<file path="config.mk">
export PLATFORM = sky130hd
export DESIGN_NAME = etd_transfer_controller
export DESIGN_NICKNAME = d
export VERILOG_FILES = /design/src/design/etd_transfer_controller.v
export VERILOG_INCLUDE_DIRS = /design/src /design/src/shared
export SDC_FILE = /design/constraint.sdc
export NUM_CORES = 1
export LEC_CHECK = 0
export BUFFER_PORTS_ARGS = -buffer_cell sky130_fd_sc_hd__buf_2
export CAP_MARGIN = 25
export CORE_MARGIN = 2
export CORE_UTILIZATION = 55
export DETAILED_ROUTE_END_ITERATION = 7
export GPL_TIMING_DRIVEN = 0
export PLACE_DENSITY = 0.82
export SETUP_SLACK_MARGIN = 0.15
export SLEW_MARGIN = 20
export SYNTH_ARGS = -nofsm -noshare
export SYNTH_HDL_FRONTEND = slang
export SYNTH_SLANG_ARGS = --single-unit
</file>
<file path="constraint.sdc">
create_clock -name i_sys_clk -period 30.4 [get_ports i_sys_clk]
set_input_delay 3.04 -clock i_sys_clk [delete_from_list [all_inputs] [get_ports i_sys_clk]]
set_output_delay 3.04 -clock i_sys_clk [all_outputs]
set_load 0.01 [all_outputs]
</file>
<file path="src/shared/etd_map.vh">
`ifndef ETD_MAP_VH
`define ETD_MAP_VH
// ******************************************
// transfer information layout, in words
// ******************************************
`define ETD_W_CTL     3'h0
`define ETD_W_SRC     3'h1
`define ETD_W_DST     3'h2
`define ETD_W_CNT     3'h3
`define ETD_W_RPT     3'h4
`define ETD_W_LAST    3'h4
`define ETD_INF_STEP  32'h00000014
`define ETD_ALIGN     2'h0
// ******************************************
// control word fields
// ******************************************
`define ETD_F_MODE    1:0
`define ETD_F_SIZE    3:2
`define ETD_F_SINC    4
`define ETD_F_DINC    5
`define ETD_F_RSIDE   6
`define ETD_F_CHAIN   7
`define ETD_F_CZERO   8
`define ETD_F_IEACH   9
`define ETD_F_IDONE   10
`define ETD_F_IPASS   11
`define ETD_F_WBDIS   12
`define ETD_F_DISP    13
`define ETD_F_SQEND   14
`define ETD_F_INDX    15
// ******************************************
// count word fields and codes
// ******************************************
`define ETD_F_UNIT    7:0
`define ETD_F_RSIZE   15:8
`define ETD_F_TCNT    31:16
`define ETD_MD_NORM   2'h0
`define ETD_MD_RPT    2'h1
`define ETD_MD_BLK    2'h2
`define ETD_SZ_B      2'h0
`define ETD_SZ_W      2'h1
`define ETD_SZ_L      2'h2
`define ETD_ONE8      8'h01
`define ETD_ONE16     16'h0001
`define ETD_SHORT_MSB 23
`endif

</file>
<file path="src/design/etd_transfer_controller.v">
// What this block does
// - normal mode: one unit per accepted activation
// - repeat mode: reload repeating address at size
// - repeat size up to 256 units
// - block mode: one block, 1 to 256 units
// - unit is byte, word or longword
// - chaining runs several transfers per activation
// - chain always, or only at zero count
// - stored sequences selected by transferred data
// - one sequence trigger source at a time
// - up to 256 sequences per trigger
// - last value read by the index-flagged transfer picks the sequence
// - sequence completes or suspends and resumes
// - short mode: bottom and top 8 MB
// - full mode reaches whole 32-bit space
// - activation may pass on to the CPU
// - optional CPU interrupt per transfer
// - optional CPU interrupt at count end
// - event link per transfer or block
// - skip info reread on repeated transfer
// - skip write-back of unchanged fixed addresses
// - write-back can be disabled
// - optional displacement on source address
`timescale 1ns/1ps
`default_nettype none
`include "etd_map.vh"
module etd_transfer_controller #(
  parameter IDW = 8
) (
  input  wire            i_sys_clk,
  input  wire            i_rst,
  input  wire            i_act_req,
  input  wire [IDW-1:0]  i_act_id,
  output wire            o_act_ack,
  input  wire [31:0]     i_vec_base,
  input  wire [31:0]     i_idx_base,
  input  wire            i_seq_en,
  input  wire [IDW-1:0]  i_seq_src,
  input  wire            i_short_addr,
  input  wire            i_rd_skip_en,
  input  wire [31:0]     i_disp,
  output wire            o_bus_req,
  output wire            o_bus_we,
  output wire [31:0]     o_bus_addr,
  output wire [1:0]      o_bus_size,
  output wire [31:0]     o_bus_wdata,
  input  wire            i_bus_ack,
  input  wire [31:0]     i_bus_rdata,
  output reg             o_cpu_irq,
  output reg  [IDW-1:0]  o_cpu_irq_id,
  output reg             o_elc_req,
  output wire            o_busy
);
  // ******************************************
  // states
  // ******************************************
  localparam [7:0] S_IDLE = 8'h01;
  localparam [7:0] S_VEC  = 8'h02;
  localparam [7:0] S_FET  = 8'h04;
  localparam [7:0] S_RD   = 8'h08;
  localparam [7:0] S_WR   = 8'h10;
  localparam [7:0] S_IDX  = 8'h20;
  localparam [7:0] S_WB   = 8'h40;
  localparam [7:0] S_FIN  = 8'h80;

  reg [7:0]     state_reg;
  reg [2:0]     wcnt_reg;
  reg [IDW-1:0] id_reg;
  reg [31:0]    info_reg;
  reg [31:0]    ctl_reg;
  reg [31:0]    src_reg;
  reg [31:0]    dst_reg;
  reg [31:0]    cnt_reg;
  reg [31:0]    rpt_reg;
  reg [31:0]    data_reg;
  reg [7:0]     blk_reg;
  reg [31:0]    cache_reg;
  reg           cache_vld_reg;
  reg           seq_act_reg;
  reg           in_seq_reg;
  reg           idx_hit_reg;
  reg [31:0]    idx_addr_reg;
  reg           resume_vld_reg;
  reg [31:0]    resume_reg;

  // ******************************************
  // decoded control fields
  // ******************************************
  wire [1:0]  mode   = ctl_reg[`ETD_F_MODE];
  wire [1:0]  usize  = ctl_reg[`ETD_F_SIZE];
  wire        is_rpt = (mode == `ETD_MD_RPT);
  wire        is_blk = (mode == `ETD_MD_BLK);
  wire [31:0] step   = (usize == `ETD_SZ_B) ? 32'h00000001 :
                       (usize == `ETD_SZ_W) ? 32'h00000002 :
                       32'h00000004;
  wire [31:0] wofs   = {27'h0000000, wcnt_reg, `ETD_ALIGN};
  wire [31:0] src_eff = ctl_reg[`ETD_F_DISP] ?
                        src_reg + i_disp : src_reg;
  wire        wb_skip = ((wcnt_reg == `ETD_W_SRC) &&
                         !ctl_reg[`ETD_F_SINC]) ||
                        ((wcnt_reg == `ETD_W_DST) &&
                         !ctl_reg[`ETD_F_DINC]);
  wire        can_skip = i_rd_skip_en && cache_vld_reg &&
                         (cache_reg == info_reg);
  wire        unit_end = (cnt_reg[`ETD_F_UNIT] == `ETD_ONE8);
  wire        blk_end  = !is_blk || (blk_reg == `ETD_ONE8);
  wire        seq_hit  = i_seq_en && (i_act_id == i_seq_src);

  // short mode folds bit 23 up so only both 8 MB ends are reached
  function [31:0] fold;
    input [31:0] a;
    input        s;
    begin
      fold = s ? {{8{a[`ETD_SHORT_MSB]}}, a[`ETD_SHORT_MSB:0]}
               : a;
    end
  endfunction

  // ******************************************
  // system bus request, held until ack
  // ******************************************
  reg [31:0] addr_mux;
  reg [31:0] wdat_mux;
  always @* begin
    addr_mux = info_reg + wofs;
    wdat_mux = data_reg;
    case (state_reg)
      S_VEC: addr_mux = i_vec_base + {22'h000000, id_reg, `ETD_ALIGN};
      S_RD:  addr_mux = fold(src_eff, i_short_addr);
      S_WR:  addr_mux = fold(dst_reg, i_short_addr);
      S_IDX: addr_mux = i_idx_base +
                        {22'h000000, data_reg[7:0], `ETD_ALIGN};
      S_WB: begin
        case (wcnt_reg)
          `ETD_W_SRC: wdat_mux = src_reg;
          `ETD_W_DST: wdat_mux = dst_reg;
          default:    wdat_mux = cnt_reg;
        endcase
      end
      default: addr_mux = info_reg + wofs;
    endcase
  end

  assign o_bus_req = (state_reg == S_VEC) || (state_reg == S_RD) ||
                     (state_reg == S_WR) || (state_reg == S_IDX) ||
                     ((state_reg == S_FET) && !can_skip) ||
                     ((state_reg == S_WB) && !wb_skip);
  assign o_bus_we   = (state_reg == S_WR) || (state_reg == S_WB);
  assign o_bus_addr = addr_mux;
  assign o_bus_size = ((state_reg == S_RD) || (state_reg == S_WR)) ?
                      usize : `ETD_SZ_L;
  assign o_bus_wdata = wdat_mux;
  assign o_act_ack  = (state_reg == S_IDLE) && i_act_req;
  assign o_busy     = (state_reg != S_IDLE);

  // ******************************************
  // sequencer
  // ******************************************
  // one process: the info words load on fetch acknowledges and addresses
  // and counters step on the write acknowledge of one state machine, so splitting gains nothing
  always @(posedge i_sys_clk or posedge i_rst) begin
    if (i_rst) begin
      state_reg      <= S_IDLE;
      wcnt_reg       <= 3'h0;
      id_reg         <= {IDW{1'b0}};
      info_reg       <= 32'h00000000;
      ctl_reg        <= 32'h00000000;
      src_reg        <= 32'h00000000;
      dst_reg        <= 32'h00000000;
      cnt_reg        <= 32'h00000000;
      rpt_reg        <= 32'h00000000;
      data_reg       <= 32'h00000000;
      blk_reg        <= 8'h00;
      cache_reg      <= 32'h00000000;
      cache_vld_reg  <= 1'b0;
      seq_act_reg    <= 1'b0;
      in_seq_reg     <= 1'b0;
      idx_hit_reg    <= 1'b0;
      idx_addr_reg   <= 32'h00000000;
      resume_vld_reg <= 1'b0;
      resume_reg     <= 32'h00000000;
      o_cpu_irq      <= 1'b0;
      o_cpu_irq_id   <= {IDW{1'b0}};
      o_elc_req      <= 1'b0;
    end else begin
      o_cpu_irq <= 1'b0;
      o_elc_req <= 1'b0;
      case (state_reg)
        // accept one activation; a suspended sequence picks up here
        S_IDLE: begin
          wcnt_reg <= `ETD_W_CTL;
          if (i_act_req) begin
            id_reg      <= i_act_id;
            seq_act_reg <= seq_hit;
            idx_hit_reg <= 1'b0;
            if (seq_hit && resume_vld_reg) begin
              info_reg   <= resume_reg;
              in_seq_reg <= 1'b1;
              state_reg  <= S_FET;
            end else begin
              in_seq_reg <= 1'b0;
              state_reg  <= S_VEC;
            end
          end
        end
        S_VEC: begin
          if (i_bus_ack) begin
            info_reg  <= i_bus_rdata;
            state_reg <= S_FET;
          end
        end
        // read the info words, or reuse them on a repeat
        S_FET: begin
          if (can_skip) begin
            blk_reg   <= cnt_reg[`ETD_F_RSIZE];
            state_reg <= S_RD;
          end else if (i_bus_ack) begin
            case (wcnt_reg)
              `ETD_W_CTL: ctl_reg <= i_bus_rdata;
              `ETD_W_SRC: src_reg <= i_bus_rdata;
              `ETD_W_DST: dst_reg <= i_bus_rdata;
              `ETD_W_CNT: cnt_reg <= i_bus_rdata;
              default:    rpt_reg <= i_bus_rdata;
            endcase
            wcnt_reg <= wcnt_reg + 3'h1;
            if (wcnt_reg == `ETD_W_CNT)
              blk_reg <= i_bus_rdata[`ETD_F_RSIZE];
            if (wcnt_reg == `ETD_W_LAST) begin
              cache_reg     <= info_reg;
              cache_vld_reg <= 1'b1;
              state_reg     <= S_RD;
            end
          end
        end
        S_RD: begin
          if (i_bus_ack) begin
            data_reg  <= i_bus_rdata;
            state_reg <= S_WR;
          end
        end
        // one unit written: step addresses and counters
        S_WR: begin
          if (i_bus_ack) begin
            if (ctl_reg[`ETD_F_SINC])
              src_reg <= src_reg + step;
            if (ctl_reg[`ETD_F_DINC])
              dst_reg <= dst_reg + step;
            if (is_rpt) begin
              cnt_reg[`ETD_F_UNIT] <= cnt_reg[`ETD_F_UNIT] - `ETD_ONE8;
              if (unit_end) begin
                // zero size field means 256 units
                cnt_reg[`ETD_F_UNIT] <= cnt_reg[`ETD_F_RSIZE];
                if (ctl_reg[`ETD_F_RSIDE])
                  src_reg <= rpt_reg;
                else
                  dst_reg <= rpt_reg;
              end
            end
            if (!blk_end) begin
              blk_reg   <= blk_reg - `ETD_ONE8;
              state_reg <= S_RD;
            end else begin
              if (!is_rpt)
                cnt_reg[`ETD_F_TCNT] <= cnt_reg[`ETD_F_TCNT] -
                                        `ETD_ONE16;
              o_elc_req <= 1'b1;
              if (ctl_reg[`ETD_F_IEACH] || (ctl_reg[`ETD_F_IDONE] &&
                  !is_rpt && (cnt_reg[`ETD_F_TCNT] == `ETD_ONE16))) begin
                o_cpu_irq    <= 1'b1;
                o_cpu_irq_id <= id_reg;
              end
              wcnt_reg <= `ETD_W_SRC;
              if (seq_act_reg && !in_seq_reg && ctl_reg[`ETD_F_INDX])
                state_reg <= S_IDX;
              else if (ctl_reg[`ETD_F_WBDIS])
                state_reg <= S_FIN;
              else
                state_reg <= S_WB;
            end
          end
        end
        // look up the chosen sequence in the index table
        S_IDX: begin
          if (i_bus_ack) begin
            idx_addr_reg <= i_bus_rdata;
            idx_hit_reg  <= 1'b1;
            in_seq_reg   <= 1'b1;
            state_reg    <= ctl_reg[`ETD_F_WBDIS] ? S_FIN : S_WB;
          end
        end
        // store back source, destination and counts
        S_WB: begin
          if (wb_skip || i_bus_ack) begin
            wcnt_reg <= wcnt_reg + 3'h1;
            if (wcnt_reg == `ETD_W_CNT)
              state_reg <= S_FIN;
          end
        end
        // decide between chain, suspend and finish
        S_FIN: begin
          wcnt_reg <= `ETD_W_CTL;
          if (ctl_reg[`ETD_F_IPASS]) begin
            o_cpu_irq    <= 1'b1;
            o_cpu_irq_id <= id_reg;
          end
          if (idx_hit_reg) begin
            idx_hit_reg <= 1'b0;
            info_reg    <= idx_addr_reg;
            state_reg   <= S_FET;
          end else if (ctl_reg[`ETD_F_CHAIN] && in_seq_reg &&
                       ctl_reg[`ETD_F_SQEND]) begin
            resume_reg     <= info_reg + `ETD_INF_STEP;
            resume_vld_reg <= 1'b1;
            state_reg      <= S_IDLE;
          end else if (ctl_reg[`ETD_F_CHAIN] &&
                       (!ctl_reg[`ETD_F_CZERO] ||
                        (cnt_reg[`ETD_F_TCNT] == 16'h0000))) begin
            info_reg  <= info_reg + `ETD_INF_STEP;
            state_reg <= S_FET;
          end else begin
            if (in_seq_reg)
              resume_vld_reg <= 1'b0;
            in_seq_reg <= 1'b0;
            state_reg  <= S_IDLE;
          end
        end
        default: state_reg <= S_IDLE;
      endcase
    end
  end
endmodule // etd_transfer_controller
`default_nettype wire

</file>
; ---- Yosys cells after proc, flatten, opt, wreduce, memory -nomap -nowiden
; Index checks and enable logic that the tools add are counted.
[op_classes]
n_addsub = 11
eq_ne = 49
n_mux = 100
n_bitwise = 3
reduce_logical = 67
[op_table]
columns = operator, n
row1 = 32-bit 2-to-1 mux, 29
row2 = 8-bit 2-to-1 mux, 25
row3 = 32-bit one-hot mux with 2 select lines, 3
row4 = 32-bit one-hot mux with 4 select lines, 1
row5 = 32-bit one-hot mux with 3 select lines, 1
row6 = 32-bit by 10-bit adder with 32-bit output, 2
row7 = 32-bit by 3-bit adder with 32-bit output, 2
row8 = 8-bit one-hot mux with 8 select lines, 1
row9 = 16-bit 2-to-1 mux, 3
row10 = 8-bit one-hot mux with 2 select lines, 3
row11 = "2-bit inequality test, second input constant", 18
row12 = 3-bit 2-to-1 mux, 11
row13 = 32-bit adder, 1
row14 = 32-bit by 5-bit adder with 32-bit output, 1
row15 = "32-bit by 5-bit adder with 32-bit output, second input constant", 1
row16 = 32-bit == test, 1
row17 = 16-bit one-hot mux with 2 select lines, 1
row18 = "8-bit by 1-bit == test with 1-bit output, second input constant", 3
row19 = 6-bit AND reduction, 4
row20 = 4-bit AND reduction, 5
row21 = 5-bit AND reduction, 4
row22 = 1-bit 2-to-1 mux, 17
row23 = "16-bit by 1-bit == test with 1-bit output, second input constant", 1
row24 = 1-bit logical AND, 16
row25 = 39 further kinds, 76
[totals]
regBits = 346
input_bits = 151
output_inout_bits = 80
wordCells = 254

; ---- Longest topological paths before layout
; Gate-level depths: netlist of run 1.
[logic_depth]
word_depth = 10
depth_mapped = 14
depth_no_buf = 13

; ---- Least setup slack after synthesis of run 1
; OpenSTA, ideal clock, no wires.
[synth_timing]
path_type = input -> output
startpoint = input i_disp[0]
endpoint = output o_bus_addr[30]
arrival_ps = 5419
required_ps = 27360
path_slack_ps = 21941
path_stages = 12
path_buffers = 0
path_cell_list = ha_1 > inv_1 > fa_1 > nor2b_1 > o31a_1 > o21a_1 > a31oi_2 > o31ai_1 > o311ai_2 > and3b_1 > o41a_1 > o21ai_1
[synth_via]
elab_chain_cells = 4
[synth_lines]
columns = item, line_no
row1 = from (decl), etd_transfer_controller.v:41  ; input wire [31:0] i_disp,
row2 = 32-bit adder, etd_transfer_controller.v:98  ; src_reg + i_disp : src_reg;
row3 = 32-bit 2-to-1 mux, etd_transfer_controller.v:97  ; wire [31:0] src_eff = ctl_reg[`ETD_F_DISP] ?
row4 = 32-bit 2-to-1 mux, etd_transfer_controller.v:114  ; fold = s ? {{8{a[`ETD_SHORT_MSB]}}, a[`ETD_SHORT_MSB:0]}
row5 = 32-bit one-hot mux with 4 select lines, etd_transfer_controller.v:127  ; case (state_reg)
row6 = to (decl), etd_transfer_controller.v:44  ; output wire [31:0] o_bus_addr,
; Every way passes these cells.

; ---- Worst setup path in the final report of run 1
[layout_timing]
startpoint = input i_disp[17]
endpoint = output o_bus_addr[27]
; Same word-level chain as after synthesis.

==> impl_metrics.ini, run 1 <==
[status]
status = complete, but fails checks
violations = DRC

[clock_tree]
cts_hold_buf = 0
cts_tree = done
cts_num_sinks = 346
clk_latency_ps = 590
clk_pin_slew_ps = 60
cts_buffer_depth = 3
postCtsSetupBuffers = 0
htreeDepth = 2
cts-root-buf = clkbuf_16
cts_resized = 0
cts_buffers = 42

[critical_path]
cp.required_ps = 27360
crit_fanout = 7
reg2reg_setup_slack_ps = 26110
r2r-end = src_reg[1]
critPathKind = input pin to output pin
worst-r2r-cell-count = 9
critPathCaptureType = output pin
cp_cell_sequence = buf_2 -> ha_1 -> clkbuf_1 -> and3_1 -> clkbuf_1 -> nand4_1 -> a2111oi_0 -> o31ai_1 -> a31oi_1 -> nand2_1 -> nand2_1 -> o221ai_1 -> buf_2
critPathLaunchType = input pin
slowest_stage = a2111oi_0
worstSetupPathDepth = 13
reg2reg_from = state_reg[7]
cp_slowest_stage_delay_ps = 880
critical_path.top_delay_family = compound AO/OA/AOI/OAI gates
cp.buffers_inverters = 4
critPathCapture = o_bus_addr[27]
critPathLaunch = i_disp[17]
arrival_ps = 6640

[pwr]
power_switching_mw = 0.992
switching_share_pct = 44.0
p_per_area_nw_per_um2 = 79.3
p_leak_nw = 12.7
clkPwrFrac_pct = 23.9
intPower_mw = 1.26
comb_power_share_pct = 45.3
ir_drop_mv = 0.0642
p_seq_share_pct = 30.8
power_mw = 2.25

[synth]
synth_edf_count = 0
synth-seq-area-share_pct = 34.6
netlist_area_um2 = 25000
synth_fp_nets = 3100
synth_cells = 2875
synth_cell_types = 106
synth_flop_cell = dfrtp_1
synth.area.top_cells = dfrtp_1, mux2_2, o21ai_0
avgSynthCellArea_um2 = 8.69
ys_ff_latch = 346
synth-async-reset-ratio_pct = 100
yosys_warnings = 0
synth_top_area_share_pct = 34.5
yosysTopAreaCell = dfrtp_1

[placement]
dp.cells = 3701
port-buffer-count = 223
finalWeightedCongestion = 1.00
pre_cts_ws_ps = 20840
dpl.hpwl_um = 83700

[die]
ios = 231
rows = 78
dieArea_um2 = 47200
core_area_um2 = 45100
die_w_um = 217
dieHeight_um = 217
start_util_pct = 55.4

[global_route]
grt_remaining_overflow = 0
grt_pass1_vias = 24500
antenna_found_initial = 0
grt_start_max_net_pins = 103
grtUsageTotal_pct = 45.6
grt_pass1_wl_um = 159000

[finish]
seqCellArea_um2 = 8660
n_antenna_cell = 0
fill_cells = 3852
final_cells = 3779
multiInputGateArea_um2 = 14900
syn_to_final_growth_pct = 13.7
layout-drive-gt1-share_pct = 19.6
nets = 3371

[drt]
num_vias = 26000
drtIter0Drc = 3561
postRouteAntennaNets = 0
wl_per_cell_um = 29.0
drt-pass1-iter-count = 8
viasPerCell = 6.87
wl_um = 110000
drc_errors = 5

[timing]
layout_setup_ws_ps = 20720
fin_skew_ps = 20.5
holdWs_ps = 457
min_period_over_period_pct = 31.9
finalHoldViolCount = 0
layout_min_cycle_time_ps = 9680
slew_violations = 0
fmax_ghz = 0.103
setup_violations = 0
rsz0062_at_grt = false
maxSlewHeadroom_pct = 21.9
tns_ps = 0
worst_slew_pin_slew_ps = 1170

[run]
drv_cap = 0

[hold_path]
worstHoldPathType = flop to flop
==> cell usage in the layout, fill, tap and decap left out, drive strengths merged, types with 13 or more instances in the layout <==
cell type,synthesis,routed
nand3,77,77
buf,70,297
a21oi,217,217
o21ai,309,309
a31oi,42,42
xnor2,126,126
a211oi,70,70
nor2b,20,20
clkbuf,137,201
nand2,300,300
xor2,75,75
nand4,47,47
inv,61,63
dfrtp,345,345
mux2i,19,19
ha,68,68
a221oi,20,20
nor3,57,57
and2,13,13
or3,13,13
a21o,25,25
nand2b,15,15
a22oi,18,18
a22o,54,54
and3,47,47
nor2,238,238
nor4,19,19
mux2,178,178
==> worst min-delay path by stage <==
| stage | start | to | cells after the start |
|---|---|---|---|
| floorplan | ctl_reg[12] | state_reg[6] | 1 |
| global placement | ctl_reg[12] | state_reg[6] | 1 |
| detailed placement | ctl_reg[12] | state_reg[6] | 1 |
| CTS | ctl_reg[12] | state_reg[6] | 1 |
| global route | ctl_reg[12] | state_reg[6] | 1 |
| finish | ctl_reg[12] | state_reg[6] | 1 |
==> cell usage after synthesis, types with 12 or more instances <==
| cell type | n |
|---|---|
| nor4_1 | 17 |
| a221oi_1 | 20 |
| inv_1 | 61 |
| a22oi_1 | 17 |
| a31oi_1 | 41 |
| dfrtp_1 | 345 |
| a22o_1 | 43 |
| mux2i_1 | 19 |
| a21o_1 | 25 |
| ha_1 | 68 |
| buf_2 | 40 |
| nor3_1 | 51 |
| and2_1 | 13 |
| nand3_1 | 75 |
| a211oi_1 | 68 |
| xor2_1 | 75 |
| nand4_1 | 45 |
| nor2b_1 | 20 |
| nand2_1 | 299 |
| o21ai_0 | 271 |
| o21ai_1 | 37 |
| and3_1 | 46 |
| clkbuf_1 | 105 |
| nand2b_1 | 15 |
| buf_1 | 12 |
| nor2_1 | 236 |
| a21oi_1 | 215 |
| clkbuf_8 | 30 |
| xnor2_1 | 126 |
| mux2_2 | 178 |
==> cells by family (layout without fill, tap and decap cells) <==
kind of cell | count (synthesis) | after routing | synth area share (%)
and+or+nand+nor | 897 | 897 | 17.3
AOI/OAI and AO/OA | 890 | 890 | 22.4
DFF | 346 | 346 | 34.6
buffers and inverters | 270 | 574 | 5.97
xor gates and xnor gates | 201 | 201 | 7.04
muxes | 197 | 197 | 8.78
adders and majority gates | 74 | 74 | 3.88
==> power groups by stage <==
stage / Sequential (mW) / Combinational, mW / Clock (mW)
CTS: 0.687 / 0.987 / 0.535
global placement: 0.692 / 0.957 / 0
floorplan: 0.645 / 0.653 / 0
finish: 0.695 / 1.02 / 0.538
global route: 0.703 / 1.08 / 0.553
detailed placement: 0.695 / 0.979 / 0
==> metrics by stage <==
| step | utilization (%) | cell area (um2) |
|---|---|---|
| after CTS | 63.0 | 28400 |
| final | 63.0 | 28400 |
| after floorplan | - | 25000 |
| after global routing | 63.0 | 28400 |
| after detailed placement | 59.8 | 27000 |
| after global placement | 59.6 | 26900 |
==> area by class of cell <==
| class | instances | area share [%] |
|---|---|---|
| clock buffers | 64 | 4.52 |
| multi-input cells | 2259 | 52.3 |
| plain buffers | 208 | 4.43 |
| clock inverters | 13 | 0.585 |
| well taps | 600 | 2.64 |
| flip-flops and latches | 346 | 30.5 |
| inverters | 62 | 0.845 |
| repair buffers | 227 | 4.26 |
==> layer usage <==
metal / GRT usage (%) / up-vias / part of all wire (%) / wire length, um
met5: 0 / - / 0 / 0
met4: 29.6 / 0 / 7.6 / 8340
met3: 9.92 / 420 / 12 / 12800
met2: 66.0 / 1898 / 42 / 45700
met1: 61.6 / 12600 / 39 / 42800
li1: - / 11000 / - / -
Power figures use the tool's default switching activity.
==> run 2: changes to the inputs <==
Clock period 30.4 ns to 10 ns, I/O delays scaled along.
==> run 2 against run 1 <==
  * The run still ends with DRC left
  * Register-to-register slack got worse by 20000 ps
  * Clock power rose to 3.0 times the previous value
  * Die area unchanged
  * Critical path type is now flop to output pin
  * Largest cell class unchanged
  * Largest power group unchanged
==> impl_metrics.ini, run 2 (synthesized netlist as in run 1, its figures left out) <==
[die]
start_util_pct = 55.4
ios = 231
dieArea_um2 = 47200
dieHeight_um = 217
rows = 78
die_w_um = 217
core_area_um2 = 45100

[global_route]
grt_pass1_vias = 24600
grt_remaining_overflow = 0
grt_pass1_wl_um = 159000
grtUsageTotal_pct = 45.6
antenna_found_initial = 2
grt_use_met3_pct = 12.0
grt_use_met1_pct = 61.3
grt_use_met2_pct = 65.4
grt_start_max_net_pins = 35
busiest_layer = met2

[placement]
dpl.hpwl_um = 84200
finalWeightedCongestion = 1.01
port-buffer-count = 223
dp.cells = 3710
place_area_um2 = 27100
pre_cts_ws_ps = 4380

[timing]
slew_violations = 0
worst_slew_pin_slew_ps = 1200
layout_min_cycle_time_ps = 6100
fmax_ghz = 0.164
fin_skew_ps = 20.3
rsz0062_at_grt = false
holdWs_ps = 471
maxSlewHeadroom_pct = 20.0
tns_ps = 0
setup_violations = 0
min_period_over_period_pct = 61.0
layout_setup_ws_ps = 3900
finalHoldViolCount = 0

[clock_tree]
clk_latency_ps = 590
postCtsSetupBuffers = 0
cts_buffers = 42
cts_resized = 0
clk_pin_slew_ps = 60
cts-root-buf = clkbuf_16
cts_hold_buf = 0
cts_num_sinks = 346
htreeDepth = 2
cts_tree = done
cts_buffer_depth = 3

[critical_path]
r2r-end = src_reg[1]
critPathLaunchType = flop
cp.required_ps = 9000
critPathLaunch = state_reg[3]
crit_fanout = 10
worst-r2r-cell-count = 9
arrival_ps = 5100
critPathKind = flop to output pin
reg2reg_setup_slack_ps = 5710
reg2reg_from = state_reg[7]
critPathCaptureType = output pin
critPathCapture = o_bus_addr[16]

[finish]
multiInputGateArea_um2 = 14900
mostFrequentLayoutCells = dfrtp_1, nand2_1, o21ai_0
final_cell_area_um2 = 28500
n_antenna_cell = 0
layout-drive-gt1-share_pct = 19.8
final_cells = 3785
syn_to_final_growth_pct = 14.1
seqCellArea_um2 = 8660
final_common_cell = dfrtp_1
fill_cells = 3872
nets = 3381
utilization_pct = 63.2

[hold_path]
min_path_cells = 1
worstHoldPathType = flop to flop

[drt]
wl_um = 110000
drc_errors = 13
postRouteAntennaNets = 0
viasPerCell = 6.87
drt-pass1-iter-count = 8
wl_per_cell_um = 29.0
drtIter0Drc = 3452
num_vias = 26000

[pwr]
p_leak_nw = 12.8
comb_power_share_pct = 45.7
power_mw = 6.82
power_switching_mw = 3.01
p_per_area_nw_per_um2 = 239
ir_drop_mv = 0.174
p_seq_share_pct = 31.0
clkPwrFrac_pct = 23.3
switching_share_pct = 44.1
intPower_mw = 3.81

[status]
violations = DRC
status = complete, but fails checks

[run]
drv_cap = 0
run 2: changes by cell type in the layout (fill, tap and decap cells not counted), sizes merged:
cell,delta
inv,-1
clkbuf,-5
clkinvlp,-2
buf,+9
clkinv,+5
run 2: how the worst min path moves through the flow:
stage | start | end | slack, ps
after floorplan | ctl_reg[12] | state_reg[6] | 430
after CTS | ctl_reg[12] | state_reg[6] | 460
after detailed placement | ctl_reg[12] | state_reg[6] | 460
final | ctl_reg[12] | state_reg[6] | 470
after global routing | ctl_reg[12] | state_reg[6] | 500
after global placement | ctl_reg[12] | state_reg[6] | 440
run 2: cell type report:
class,instances,share of cell area [%]
multi-input cells,2259,52.1
flip-flops and latches,346,30.4
repair buffers,237,4.78
plain buffers,208,4.41
clock buffers,58,4.29
well taps,600,2.63
inverters,62,0.829
clock inverters,15,0.592
run 2: worst max-delay path: stages, from the launching register on:
cell      delay, ps
dfrtp_1         320
clkbuf_1        330
or4_4           220
nor3_2           40
nand3b_2        380
clkinv_1        750
nor3_1          640
buf_2           410
buf_1           690
a22oi_1         450
buf_2           270
run 2: power groups by stage:
| stage | registers (mW) | logic (mW) | clock network [mW] |
|---|---|---|---|
| final | 2.12 | 3.12 | 1.59 |
| after global routing | 2.14 | 3.30 | 1.64 |
| after CTS | 2.09 | 3.00 | 1.58 |
| after detailed placement | 2.12 | 2.98 | 0 |
| after global placement | 2.11 | 2.91 | 0 |
| after floorplan | 1.96 | 1.99 | 0 |
run 2: routing by layer:
| metal | routed length, um | part of all wire (%) |
|---|---|---|
| met5 | 13 | 0.012 |
| met4 | 7850 | 7.2 |
| met3 | 13300 | 12 |
| met2 | 45600 | 42 |
| met1 | 43000 | 39 |
